$ cat src/core/ndft_pkg.sv
/*
 Package for the controller register bank: register offsets, widths,
 reset values, tally ceiling and the carrier structs shared by the files.
 Assumes a single synchronous clock domain and an 8-bit register port.
*/
package ndft_pkg;

    // ************************************************
    // Register offsets (byte registers on a plain port)
    // ************************************************
    localparam logic [5:0] OFF_TX_PAGE_START   = 6'h00;
    localparam logic [5:0] OFF_TX_LEN_LOW      = 6'h01;
    localparam logic [5:0] OFF_TX_LEN_HIGH     = 6'h02;
    localparam logic [5:0] OFF_RING_FIRST      = 6'h03;
    localparam logic [5:0] OFF_RING_END        = 6'h04;
    localparam logic [5:0] OFF_RING_GUARD      = 6'h05;
    localparam logic [5:0] OFF_RING_WRITE      = 6'h06;
    localparam logic [5:0] OFF_LOCAL_NOW_LOW   = 6'h07;
    localparam logic [5:0] OFF_LOCAL_NOW_HIGH  = 6'h08;
    localparam logic [5:0] OFF_REM_START_LOW   = 6'h09;
    localparam logic [5:0] OFF_REM_START_HIGH  = 6'h0a;
    localparam logic [5:0] OFF_REM_LEN_LOW     = 6'h0b;
    localparam logic [5:0] OFF_REM_LEN_HIGH    = 6'h0c;
    localparam logic [5:0] OFF_REM_NOW_LOW     = 6'h0d;
    localparam logic [5:0] OFF_REM_NOW_HIGH    = 6'h0e;
    localparam logic [5:0] OFF_CONTROL         = 6'h0f;
    localparam logic [5:0] OFF_STATION_BASE    = 6'h10;
    localparam logic [5:0] OFF_HASH_BASE       = 6'h18;
    localparam logic [5:0] OFF_ALIGN_TALLY     = 6'h20;
    localparam logic [5:0] OFF_CHECKSUM_TALLY  = 6'h21;
    localparam logic [5:0] OFF_LOST_TALLY      = 6'h22;

    // ************************************************
    // Field positions and values
    // ************************************************
    localparam int CTRL_WATCH_ONLY_BIT = 0;
    localparam logic [7:0] REG_RESET      = 8'h00;
    localparam logic [7:0] PAGE_LOW_BYTE  = 8'h00;
    localparam logic [7:0] TALLY_CEILING  = 8'hc0;
    localparam logic [7:0] UNMAPPED_READ  = 8'h00;
    localparam logic [31:0] CRC_INIT      = 32'hffffffff;
    localparam logic [31:0] CRC_POLY      = 32'h04c11db7;
    localparam logic [5:0] DEST_BITS_LAST = 6'h2f;

    // ************************************************
    // Carriers
    // ************************************************
    typedef struct packed {
        logic [5:0] addr;
        logic [7:0] wdata;
        logic       wr;
        logic       rd;
    } ndft_bus_t;

    typedef struct packed {
        logic frame_done;     // End of a received frame
        logic align_err;      // Frame ended off a byte boundary
        logic crc_err;        // Checksum mismatch
        logic no_buffer;      // No room to store the frame
    } ndft_rx_event_t;

    typedef struct packed {
        logic       word_step;  // Remote transfer of one word
        logic       byte_step;  // Remote transfer of one byte
        logic       rem_start;  // Reload remote pointers from start regs
    } ndft_rdma_t;

endpackage

$ cat src/core/ndft_tally.sv
/*
 One saturating 8-bit tally that clears when the processor reads it.
 Assumes inc and rd are one-cycle, synchronous pulses.
*/
`timescale 1ns/1ns
module ndft_tally (
    input wire logic clk_in,
    input wire logic rst_in,
    input wire logic ce_in,
    input wire logic inc_in,
    input wire logic rd_in,
    output logic [7:0] count_out
);
    import ndft_pkg::*;

    typedef struct packed {
        logic [7:0] count;  // Present tally
    } ndft_tally_state_t;

    ndft_tally_state_t state;
    ndft_tally_state_t next_state;

    // ************************************************
    // Count logic
    // ************************************************
    // A read clears; an event in the read cycle lands as one so it is not lost
    always_comb begin
        next_state = state;
        if (rd_in) begin
            next_state.count = inc_in ? 8'h01 : 8'h00;
        end else if (inc_in && state.count < TALLY_CEILING) begin
            next_state.count = state.count + 8'h01;
        end
    end

    // Register the state
    always_ff @(posedge clk_in) begin
        if (rst_in) begin
            state <= '0;
        end else if (ce_in) begin
            state <= next_state;
        end
    end

    assign count_out = state.count;
endmodule

$ cat src/core/ndft_hash.sv
/*
 Destination address serial check: CRC-32 over the 48 destination bits,
 latching the top six CRC bits as the hash index, and a bytewise match
 against the station address. Assumes one bit per strobe, bit 0 first.
*/
`timescale 1ns/1ns
module ndft_hash (
    input wire logic clk_in,
    input wire logic rst_in,
    input wire logic ce_in,
    input wire logic start_in,
    input wire logic bit_valid_in,
    input wire logic bit_in,
    input wire logic [47:0] station_in,
    output logic done_out,
    output logic [5:0] hash_out,
    output logic station_hit_out,
    output logic group_out
);
    import ndft_pkg::*;

    typedef struct packed {
        logic [31:0] crc;      // Running CRC
        logic [5:0]  index;    // Bit counter
        logic [5:0]  hash;     // Latched hash index
        logic        hit;      // Station match so far
        logic        group;    // First bit seen
        logic        done;     // All 48 bits in
        logic [7:0]  shift;    // Byte assembly
    } ndft_hash_state_t;

    ndft_hash_state_t state;
    ndft_hash_state_t next_state;
    logic [31:0] crc_step;
    logic [7:0] byte_now;

    // ************************************************
    // Serial CRC and bytewise compare
    // ************************************************
    always_comb begin
        next_state = state;
        crc_step = {state.crc[30:0], 1'b0} ^ ((state.crc[31] ^ bit_in) ? CRC_POLY : 32'h0);
        byte_now = {bit_in, state.shift[7:1]};
        if (start_in) begin
            next_state = '0;
            next_state.crc = CRC_INIT;
            next_state.hit = 1'b1;
        end else if (bit_valid_in && !state.done) begin
            next_state.crc = crc_step;
            next_state.shift = byte_now;
            next_state.index = state.index + 6'h01;
            if (state.index == 6'h00) begin
                next_state.group = bit_in;
            end
            // Compare each completed byte with its station register
            if (state.index[2:0] == 3'h7) begin
                if (byte_now != station_in[{state.index[5:3], 3'h0} +: 8]) begin
                    next_state.hit = 1'b0;
                end
            end
            if (state.index == DEST_BITS_LAST) begin
                next_state.hash = crc_step[31:26];
                next_state.done = 1'b1;
            end
        end
    end

    // Register the state
    always_ff @(posedge clk_in) begin
        if (rst_in) begin
            state <= '0;
        end else if (ce_in) begin
            state <= next_state;
        end
    end

    assign done_out = state.done;
    assign hash_out = state.hash;
    assign station_hit_out = state.hit;
    assign group_out = state.group;
endmodule

$ cat src/core/ndft_regs.sv
/*
 Register bank of the network controller: transmit and receive DMA
 pointers, remote DMA pointers, station and hash filter, tallies.
 Assumes a synchronous 8-bit register port with read data one cycle
 after the read strobe, and a buffer manager and receiver that drive
 the event inputs as one-cycle pulses.
*/
`timescale 1ns/1ns
module ndft_regs (
    input wire logic clk_in,
    input wire logic rst_in,
    input wire logic ce_in,

    // Bus
    input wire ndft_pkg::ndft_bus_t bus_in,
    input wire ndft_pkg::ndft_rx_event_t rx_in,
    input wire ndft_pkg::ndft_rdma_t rdma_in,

    // Filter
    input wire logic dest_start_in,
    input wire logic dest_bit_valid_in,
    input wire logic dest_bit_in,

    // DMA
    input wire logic tx_load_in,
    input wire logic local_step_in,
    input wire logic link_next_in,
    input wire logic [7:0] next_page_in,
    input wire logic rx_error_in,

    // Outputs
    output logic [7:0] rdata_out,
    output logic [15:0] tx_addr_out,
    output logic [15:0] tx_count_out,
    output logic [15:0] local_addr_out,
    output logic [15:0] remote_addr_out,
    output logic [15:0] remote_count_out,

    // Status
    output logic local_abort_out,
    output logic accept_out,
    output logic store_out,
    output logic [7:0] ring_first_page_out,
    output logic [7:0] ring_end_page_out
);
    import ndft_pkg::*;

    // ************************************************
    // State of the bank
    // ************************************************
    typedef struct packed {
        // Transmit
        logic [7:0]  tx_page;       // Transmit page start
        logic [15:0] tx_len;        // Transmit length

        // Ring
        logic [7:0]  ring_first;    // Ring first page
        logic [7:0]  ring_end;      // Ring end page
        logic [7:0]  ring_guard;    // Ring guard page
        logic [7:0]  ring_write;    // Ring write page

        // DMA
        logic [15:0] local_addr;    // Live local DMA address
        logic [15:0] rem_start;     // Remote start address
        logic [15:0] rem_len;       // Remote length
        logic [15:0] rem_addr;      // Live remote address
        logic [15:0] rem_count;     // Live remote count

        // Filter
        logic [47:0] station;       // Station address bytes
        logic [63:0] hash_bits;     // Hash filter bits
        logic        watch_only;    // Watch-only mode

        // Outputs
        logic [7:0]  rdata;         // Read data
        logic        abort;         // Local DMA aborted
        logic        accept;        // Last frame recognized
        logic        store;         // Last frame to be stored
        logic [15:0] tx_addr;       // Transmit address out
        logic [15:0] tx_count;      // Transmit count out
    } ndft_regs_state_t;

    ndft_regs_state_t state;
    ndft_regs_state_t next_state;

    // Tallies
    logic [7:0] align_count;
    logic [7:0] checksum_count;
    logic [7:0] lost_count;

    // Filter
    logic hash_done;
    logic [5:0] hash_index;
    logic station_hit;
    logic group_bit;
    logic recognized;

    // Read clears
    logic rd_align;
    logic rd_checksum;
    logic rd_lost;

    // ************************************************
    // Address filter
    // ************************************************
    ndft_hash u_hash (
        .clk_in(clk_in),
        .rst_in(rst_in),
        .ce_in(ce_in),
        .start_in(dest_start_in),
        .bit_valid_in(dest_bit_valid_in),
        .bit_in(dest_bit_in),
        .station_in(state.station),
        .done_out(hash_done),
        .hash_out(hash_index),
        .station_hit_out(station_hit),
        .group_out(group_bit)
    );

    // Physical needs the station match; group needs the selected hash bit
    always_comb begin
        recognized = 1'b0;
        if (hash_done) begin
            if (group_bit) begin
                recognized = state.hash_bits[hash_index];
            end else begin
                recognized = station_hit;
            end
        end
    end

    // ************************************************
    // Tallies
    // ************************************************
    // Read strobes double as clear strobes
    assign rd_align = bus_in.rd && bus_in.addr == OFF_ALIGN_TALLY;
    assign rd_checksum = bus_in.rd && bus_in.addr == OFF_CHECKSUM_TALLY;
    assign rd_lost = bus_in.rd && bus_in.addr == OFF_LOST_TALLY;

    // Alignment tally
    ndft_tally u_align (
        .clk_in(clk_in),
        .rst_in(rst_in),
        .ce_in(ce_in),
        .inc_in(rx_in.frame_done && rx_in.align_err && recognized),
        .rd_in(rd_align),
        .count_out(align_count)
    );

    // Checksum tally
    ndft_tally u_checksum (
        .clk_in(clk_in),
        .rst_in(rst_in),
        .ce_in(ce_in),
        .inc_in(rx_in.frame_done && rx_in.crc_err && recognized),
        .rd_in(rd_checksum),
        .count_out(checksum_count)
    );

    // Watch-only counts every recognized frame, else only those dropped
    ndft_tally u_lost (
        .clk_in(clk_in),
        .rst_in(rst_in),
        .ce_in(ce_in),
        .inc_in(rx_in.frame_done && recognized
                && (state.watch_only || rx_in.no_buffer)),
        .rd_in(rd_lost),
        .count_out(lost_count)
    );

    // ************************************************
    // Next state
    // ************************************************
    always_comb begin
        next_state = state;
        next_state.rdata = UNMAPPED_READ;

        // Register writes, one byte each
        if (bus_in.wr) begin
            case (bus_in.addr)
                OFF_TX_PAGE_START: next_state.tx_page = bus_in.wdata;
                OFF_TX_LEN_LOW: next_state.tx_len[7:0] = bus_in.wdata;
                OFF_TX_LEN_HIGH: next_state.tx_len[15:8] = bus_in.wdata;

                OFF_RING_FIRST: next_state.ring_first = bus_in.wdata;
                OFF_RING_END: next_state.ring_end = bus_in.wdata;
                OFF_RING_GUARD: next_state.ring_guard = bus_in.wdata;
                // Software is trusted to write this only at setup
                OFF_RING_WRITE: next_state.ring_write = bus_in.wdata;

                OFF_REM_START_LOW: next_state.rem_start[7:0] = bus_in.wdata;
                OFF_REM_START_HIGH: next_state.rem_start[15:8] = bus_in.wdata;
                OFF_REM_LEN_LOW: next_state.rem_len[7:0] = bus_in.wdata;
                OFF_REM_LEN_HIGH: next_state.rem_len[15:8] = bus_in.wdata;

                OFF_CONTROL: next_state.watch_only = bus_in.wdata[CTRL_WATCH_ONLY_BIT];
                default: begin
                    // Station and hash bytes live in two windows
                    if (bus_in.addr[5:3] == OFF_STATION_BASE[5:3]
                        && bus_in.addr[2:0] < 3'h6) begin
                        next_state.station[{bus_in.addr[2:0], 3'h0} +: 8] = bus_in.wdata;
                    end else if (bus_in.addr[5:3] == OFF_HASH_BASE[5:3]) begin
                        next_state.hash_bits[{bus_in.addr[2:0], 3'h0} +: 8] = bus_in.wdata;
                    end
                end
            endcase
        end

        // Register reads, answered one cycle later
        if (bus_in.rd) begin
            case (bus_in.addr)
                OFF_TX_PAGE_START: next_state.rdata = state.tx_page;
                OFF_TX_LEN_LOW: next_state.rdata = state.tx_len[7:0];
                OFF_TX_LEN_HIGH: next_state.rdata = state.tx_len[15:8];

                OFF_RING_FIRST: next_state.rdata = state.ring_first;
                OFF_RING_END: next_state.rdata = state.ring_end;
                OFF_RING_GUARD: next_state.rdata = state.ring_guard;
                OFF_RING_WRITE: next_state.rdata = state.ring_write;

                OFF_LOCAL_NOW_LOW: next_state.rdata = state.local_addr[7:0];
                OFF_LOCAL_NOW_HIGH: next_state.rdata = state.local_addr[15:8];

                OFF_REM_START_LOW: next_state.rdata = state.rem_start[7:0];
                OFF_REM_START_HIGH: next_state.rdata = state.rem_start[15:8];
                OFF_REM_LEN_LOW: next_state.rdata = state.rem_len[7:0];
                OFF_REM_LEN_HIGH: next_state.rdata = state.rem_len[15:8];
                OFF_REM_NOW_LOW: next_state.rdata = state.rem_addr[7:0];
                OFF_REM_NOW_HIGH: next_state.rdata = state.rem_addr[15:8];

                OFF_CONTROL: next_state.rdata = {7'h00, state.watch_only};

                OFF_ALIGN_TALLY: next_state.rdata = align_count;
                OFF_CHECKSUM_TALLY: next_state.rdata = checksum_count;
                OFF_LOST_TALLY: next_state.rdata = lost_count;
                default: begin
                    if (bus_in.addr[5:3] == OFF_STATION_BASE[5:3]
                        && bus_in.addr[2:0] < 3'h6) begin
                        next_state.rdata = state.station[{bus_in.addr[2:0], 3'h0} +: 8];
                    end else if (bus_in.addr[5:3] == OFF_HASH_BASE[5:3]) begin
                        next_state.rdata = state.hash_bits[{bus_in.addr[2:0], 3'h0} +: 8];
                    end
                end
            endcase
        end

        // Transmit load: page start, low byte zero, full 16-bit count
        if (tx_load_in) begin
            next_state.tx_addr = {state.tx_page, PAGE_LOW_BYTE};
            next_state.tx_count = state.tx_len;
            next_state.local_addr = {state.tx_page, PAGE_LOW_BYTE};
        end else if (rx_error_in) begin
            // Rewind to the first page of the failed frame
            next_state.local_addr = {state.ring_write, PAGE_LOW_BYTE};
            // A guard hit in the same cycle still aborts
            next_state.abort = link_next_in && next_page_in == state.ring_guard;
        end else if (link_next_in) begin
            if (next_page_in == state.ring_guard) begin
                next_state.abort = 1'b1;
            end else begin
                next_state.local_addr = {next_page_in, PAGE_LOW_BYTE};
            end
        end else if (local_step_in && !state.abort) begin
            next_state.local_addr = state.local_addr + 16'h0001;
        end

        // Remote DMA pointers
        // Reload wins over a step
        if (rdma_in.rem_start) begin
            next_state.rem_addr = state.rem_start;
            next_state.rem_count = state.rem_len;
        end else if (rdma_in.word_step) begin
            next_state.rem_addr = state.rem_addr + 16'h0002;
            next_state.rem_count = state.rem_count - 16'h0002;
        end else if (rdma_in.byte_step) begin
            next_state.rem_addr = state.rem_addr + 16'h0001;
            next_state.rem_count = state.rem_count - 16'h0001;
        end

        // Frame verdict; watch-only never stores
        if (rx_in.frame_done) begin
            next_state.accept = recognized;
            next_state.store = recognized && !state.watch_only && !rx_in.no_buffer;
        end
    end

    // ************************************************
    // State register
    // ************************************************
    // Frozen while ce_in is low
    always_ff @(posedge clk_in) begin
        if (rst_in) begin
            state <= '0;
        end else if (ce_in) begin
            state <= next_state;
        end
    end

    // Registered outputs
    assign rdata_out = state.rdata;

    assign tx_addr_out = state.tx_addr;
    assign tx_count_out = state.tx_count;

    assign local_addr_out = state.local_addr;

    assign remote_addr_out = state.rem_addr;
    assign remote_count_out = state.rem_count;

    assign local_abort_out = state.abort;

    assign accept_out = state.accept;
    assign store_out = state.store;

    assign ring_first_page_out = state.ring_first;
    assign ring_end_page_out = state.ring_end;
endmodule

$ cat config.mk
export PLATFORM = sky130hd
export DESIGN_NAME = ndft_regs
export DESIGN_NICKNAME = d
export VERILOG_FILES = /design/src/core/ndft_pkg.sv /design/src/core/ndft_tally.sv /design/src/core/ndft_hash.sv /design/src/core/ndft_regs.sv
export SDC_FILE = /design/constraint.sdc
export NUM_CORES = 1
export LEC_CHECK = 0
export BUFFER_PORTS_ARGS = -buffer_cell sky130_fd_sc_hd__buf_2
export CAP_MARGIN = 15
export CORE_MARGIN = 8
export CORE_UTILIZATION = 40
export CTS_CLUSTER_DIAMETER = 150
export DETAILED_ROUTE_END_ITERATION = 12
export GPL_TIMING_DRIVEN = 1
export MAX_ROUTING_LAYER = met4
export PLACE_DENSITY_LB_ADDON = 0.08
export REMOVE_ABC_BUFFERS = 1
export SYNTH_ARGS = -nofsm -noshare
export SYNTH_HDL_FRONTEND = slang
export SYNTH_HIERARCHICAL = 1
export SYNTH_SLANG_ARGS = --single-unit
$ cat constraint.sdc
create_clock -name clk_in -period 3.3 [get_ports clk_in]
set_clock_uncertainty 0.15 [all_clocks]
set_input_delay 0.66 -clock clk_in [delete_from_list [all_inputs] [get_ports clk_in]]
set_output_delay 0.66 -clock clk_in [all_outputs]
set_load 0.01 [all_outputs]
==> impl_metrics.py <==
metrics = {
    "outcome": {
        "status": "completed",
    },
    "grt": {
        "grt_max_degree": 126,
        "grt_pass1_vias": 16870,
        "grt_usage_pct": 25.87,
        "grt_overflow_total": 0,
        "grt_pass1_wl_um": 109800,
        "antenna_found_initial": 1,
    },
    "floorplan": {
        "coreArea_um2": 48750,
        "io_pins": 148,
        "start_util_pct": 40.32,
        "num_rows": 81,
        "die_h_um": 237.7,
        "die_x_um": 237.7,
        "die-area_um2": 56480,
    },
    "timing": {
        "rsz0062_at_grt": "false",
        "final_max_slew_viol_count": 0,
        "tightest_slew_ns": 0.8196,
        "hold_slack_ns": 0.2369,
        "setup_viol": 0,
        "setup_ws_ns": 0.2048,
        "post-route-period-util_pct": 93.79,
        "relSlewSlack_pct": 45.35,
        "min_period_ns": 3.095,
        "max_freq_mhz": 323.1,
        "hold_violations": 0,
    },
    "critical_path": {
        "cp.depth": 11,
        "setup.worst_path.end": "u_lost/count_out[7]",
        "critical-path-max-stage-delay_ns": 0.50,
        "path_max_fanout": 22,
        "critPathLaunch": "u_hash/hash_out[2]",
        "r2r_slack_ns": 0.20,
        "critical_path_class": "flop to flop",
        "startpoint_type": "flop",
        "cp.required_ns": 3.63,
        "r2r-end": "u_lost/count_out[7]",
        "crit_family": "compound AO/OA/AOI/OAI gates",
        "slowest_stage": "mux4_2",
        "path_buf_inv": 2,
        "arrival_ns": 3.42,
        "cp-end-kind": "flop",
        "r2r_cells": 11,
        "crit_top_cell": "nor3_2",
        "crit_chain": "buf_12 -> mux4_2 -> nor2b_1 -> a2111oi_2 -> nor3_2 -> a221oi_2 -> buf_4 -> nor3_2 -> a21bo_2 -> a2111oi_0 -> o21a_1",
        "regToRegStartpoint": "u_hash/hash_out[2]",
    },
    "logic_synthesis": {
        "synth_ff_type": "dfxtp_1",
        "synth_top_area_share_pct": 36.87,
        "ys_async_sr_fraction_pct": 0,
        "synthDistinctLibCells": 87,
        "synth_top_cell_by_area": "dfxtp_1",
        "synth_seq_cells": 362,
        "yosys-top-cells-area": "dfxtp_1 (37%), mux2i_1 (12%), nor2_1 (5.3%)",
        "synth-edff-count": 0,
        "ys.warnings.count": 6,
        "syn-cell-area_um2": 19650,
        "synthCells": 2319,
        "yosysSeqAreaShare_pct": 36.87,
        "syn_avg_cell_area_um2": 8.475,
    },
    "flow_run": {
        "cap_violations": 0,
    },
    "place": {
        "post-place-ws_ns": -0.02637,
        "place.gp.congestion": 0.9729,
        "port_buffers": 139,
        "dp.final_hpwl_um": 53980,
        "dp_cells": 2943,
    },
    "power": {
        "internal_power_mw": 7.576,
        "power_density_nw_per_um2": 465.1,
        "p_sw_share_pct": 25.73,
        "p_total_mw": 10.20,
        "p_clk_share_pct": 47.1,
        "power.leakage_nw": 8.478,
        "power.switching_mw": 2.625,
        "pwr-share-comb_pct": 8.6,
        "vdd_drop_max_uv": 310.7,
        "pwr-share-seq_pct": 44.3,
    },
    "clock_tree": {
        "cts_buffers": 44,
        "root_buffer": "clkbuf_16",
        "clk_pin_slew_ns": 0.06,
        "cts_hold_buffers": 0,
        "h-tree-depth": 2,
        "worst_skew_pair.late_latency_ns": 0.58,
        "tritoncts": "done",
        "numClockSinks": 362,
        "clockBufferDepth": 3,
    },
    "hold_path": {
        "min_path_type": "input port to flop",
    },
    "route": {
        "vias": 17530,
        "drc": 0,
        "drt_first_pass_iters": 5,
        "drtIter0Drc": 1556,
        "ant_nets": 0,
        "routedWlPerCell_um": 24.32,
        "routed_wirelength_um": 73470,
        "vias_per_cell": 5.804,
    },
    "layout": {
        "nNetsFinal": 2383,
        "instances_no_fill": 3021,
        "syn_to_final_growth_pct": 11.59,
        "final_common_cell": "dfxtp_1",
        "final_core_util_pct": 44.99,
        "fill_cells": 4896,
        "drive_gt1_share_pct": 16.26,
        "mostFrequentLayoutCells": "dfxtp_1 (361), nor2_1 (280), mux2i_1 (235)",
    },
}
[cell usage after synthesis, drive strengths merged (6+ instances only)]
| master | count |
|---|---|
| a31oi | 10 |
| a22o | 8 |
| nor2b | 20 |
| nor3b | 22 |
| nand4 | 30 |
| and3b | 7 |
| o22ai | 24 |
| dfxtp | 362 |
| nor2 | 281 |
| a32oi | 19 |
| mux2 | 17 |
| nand3b | 7 |
| nor4 | 22 |
| buf | 150 |
| nand2b | 23 |
| nand2 | 214 |
| mux2i | 235 |
| clkbuf | 129 |
| a21o | 7 |
| or4 | 6 |
| or3 | 15 |
| a221oi | 12 |
| o2111ai | 6 |
| nor3 | 72 |
| a211oi | 15 |
| a21oi | 138 |
| and3 | 24 |
| o21ai | 88 |
| inv | 29 |
| o21a | 11 |
| xnor2 | 6 |
| a22oi | 44 |
| a32o | 8 |
| and2 | 31 |
| o41ai | 6 |
| nand3 | 85 |
| ha | 17 |
| xor2 | 27 |
| mux4 | 27 |
| o211ai | 8 |
[state kept, by name, indices dropped and copies added, names as in the netlist, 6 cells and up]
register	flops
local_addr_out	16
rdata_out	8
remote_addr_out	16
remote_count_out	16
ring_end_page_out	8
ring_first_page_out	8
state	185
tx_addr_out	8
tx_count_out	16
u_align/count_out	8
u_checksum/count_out	8
u_hash/byte_now	7
u_hash/hash_out	6
u_hash/state	38
u_lost/count_out	8
[metal layers]
| metal | vias to the layer above | GRT usage, % | part of all wire (%) |
|---|---|---|---|
| met2 | 652 | 41.48 | 47 |
| met5 | - | - | 0 |
| li1 | 8208 | - | - |
| met3 | 139 | 3.752 | 5.9 |
| met4 | 0 | 9.380 | 3.7 |
| met1 | 8535 | 32.99 | 44 |
[what timing repair did]
action	4_1_cts	5_1_grt
buffers inserted	0	0
gates resized for setup	1	8
hold endpoints to repair	0	0
endpoints found under the setup margin	2	24
[tightest hold or removal path: stages]
cell and delay [ns]:
buf_2 0.12, nand4_1 0.08, o21ai_1 0.06
[stage by stage]
step / TNS [ns] / instance area (um^2)
floorplan: -24.51 / 18160
global placement: 0 / 20480
detailed placement: -0.02720 / 20480
CTS: 0 / 21890
global route: 0 / 21930
finish: 0 / 21930
[cell families (layout without fill, tap and decap cells)]
group                      after synthesis  in the layout  synth area share, %
and+or+nand+nor                        875            875                21.54
buffers and inverters                  310            340                8.340
DFF                                    362            362                36.87
muxes                                  279            279                16.06
xor gates and xnor gates                33             33                1.471
other                                    1              9              0.01908
adders and majority gates               17             17                1.082
AOI/OAI and AO/OA                      442            442                14.62
[worst min path at each step]
| stage | depth (start not counted) | from | end | slack, ns |
|---|---|---|---|---|
| 6_report | 3 | rx_in[3] | store_out | 0.24 |
| 5_1_grt | 3 | rx_in[3] | store_out | 0.24 |
| 4_1_cts | 3 | rx_in[3] | store_out | 0.20 |
| 3_5_place_dp | 2 | tx_addr_out[15] | tx_addr_out[15] | 0.29 |
| 3_3_place_gp | 2 | tx_addr_out[14] | tx_addr_out[14] | 0.29 |
| 2_1_floorplan | 2 | state[118] | state[118] | 0.29 |
[cell type report]
type	count	area, um^2	share of cell area, %
multi-input cells	1654	10860	49.50
flip-flops and latches	362	7248	33.05
repair buffers	232	1466	6.686
clock buffers	67	1300	5.928
well taps	664	830.8	3.788
inverters	31	116.4	0.5306
clock inverters	10	111.4	0.5078
diodes	1	2.502	0.01141
[power groups by stage]
stage	Clock [mW]	Sequential (mW)	Combinational [mW]
4_1_cts	4.91	4.51	0.873
3_5_place_dp	0	4.61	0.871
6_report	4.81	4.52	0.878
2_1_floorplan	0	4.59	0.401
5_1_grt	5.08	4.52	0.955
3_3_place_gp	0	4.61	0.862
(Power assumes the default switching activity.)
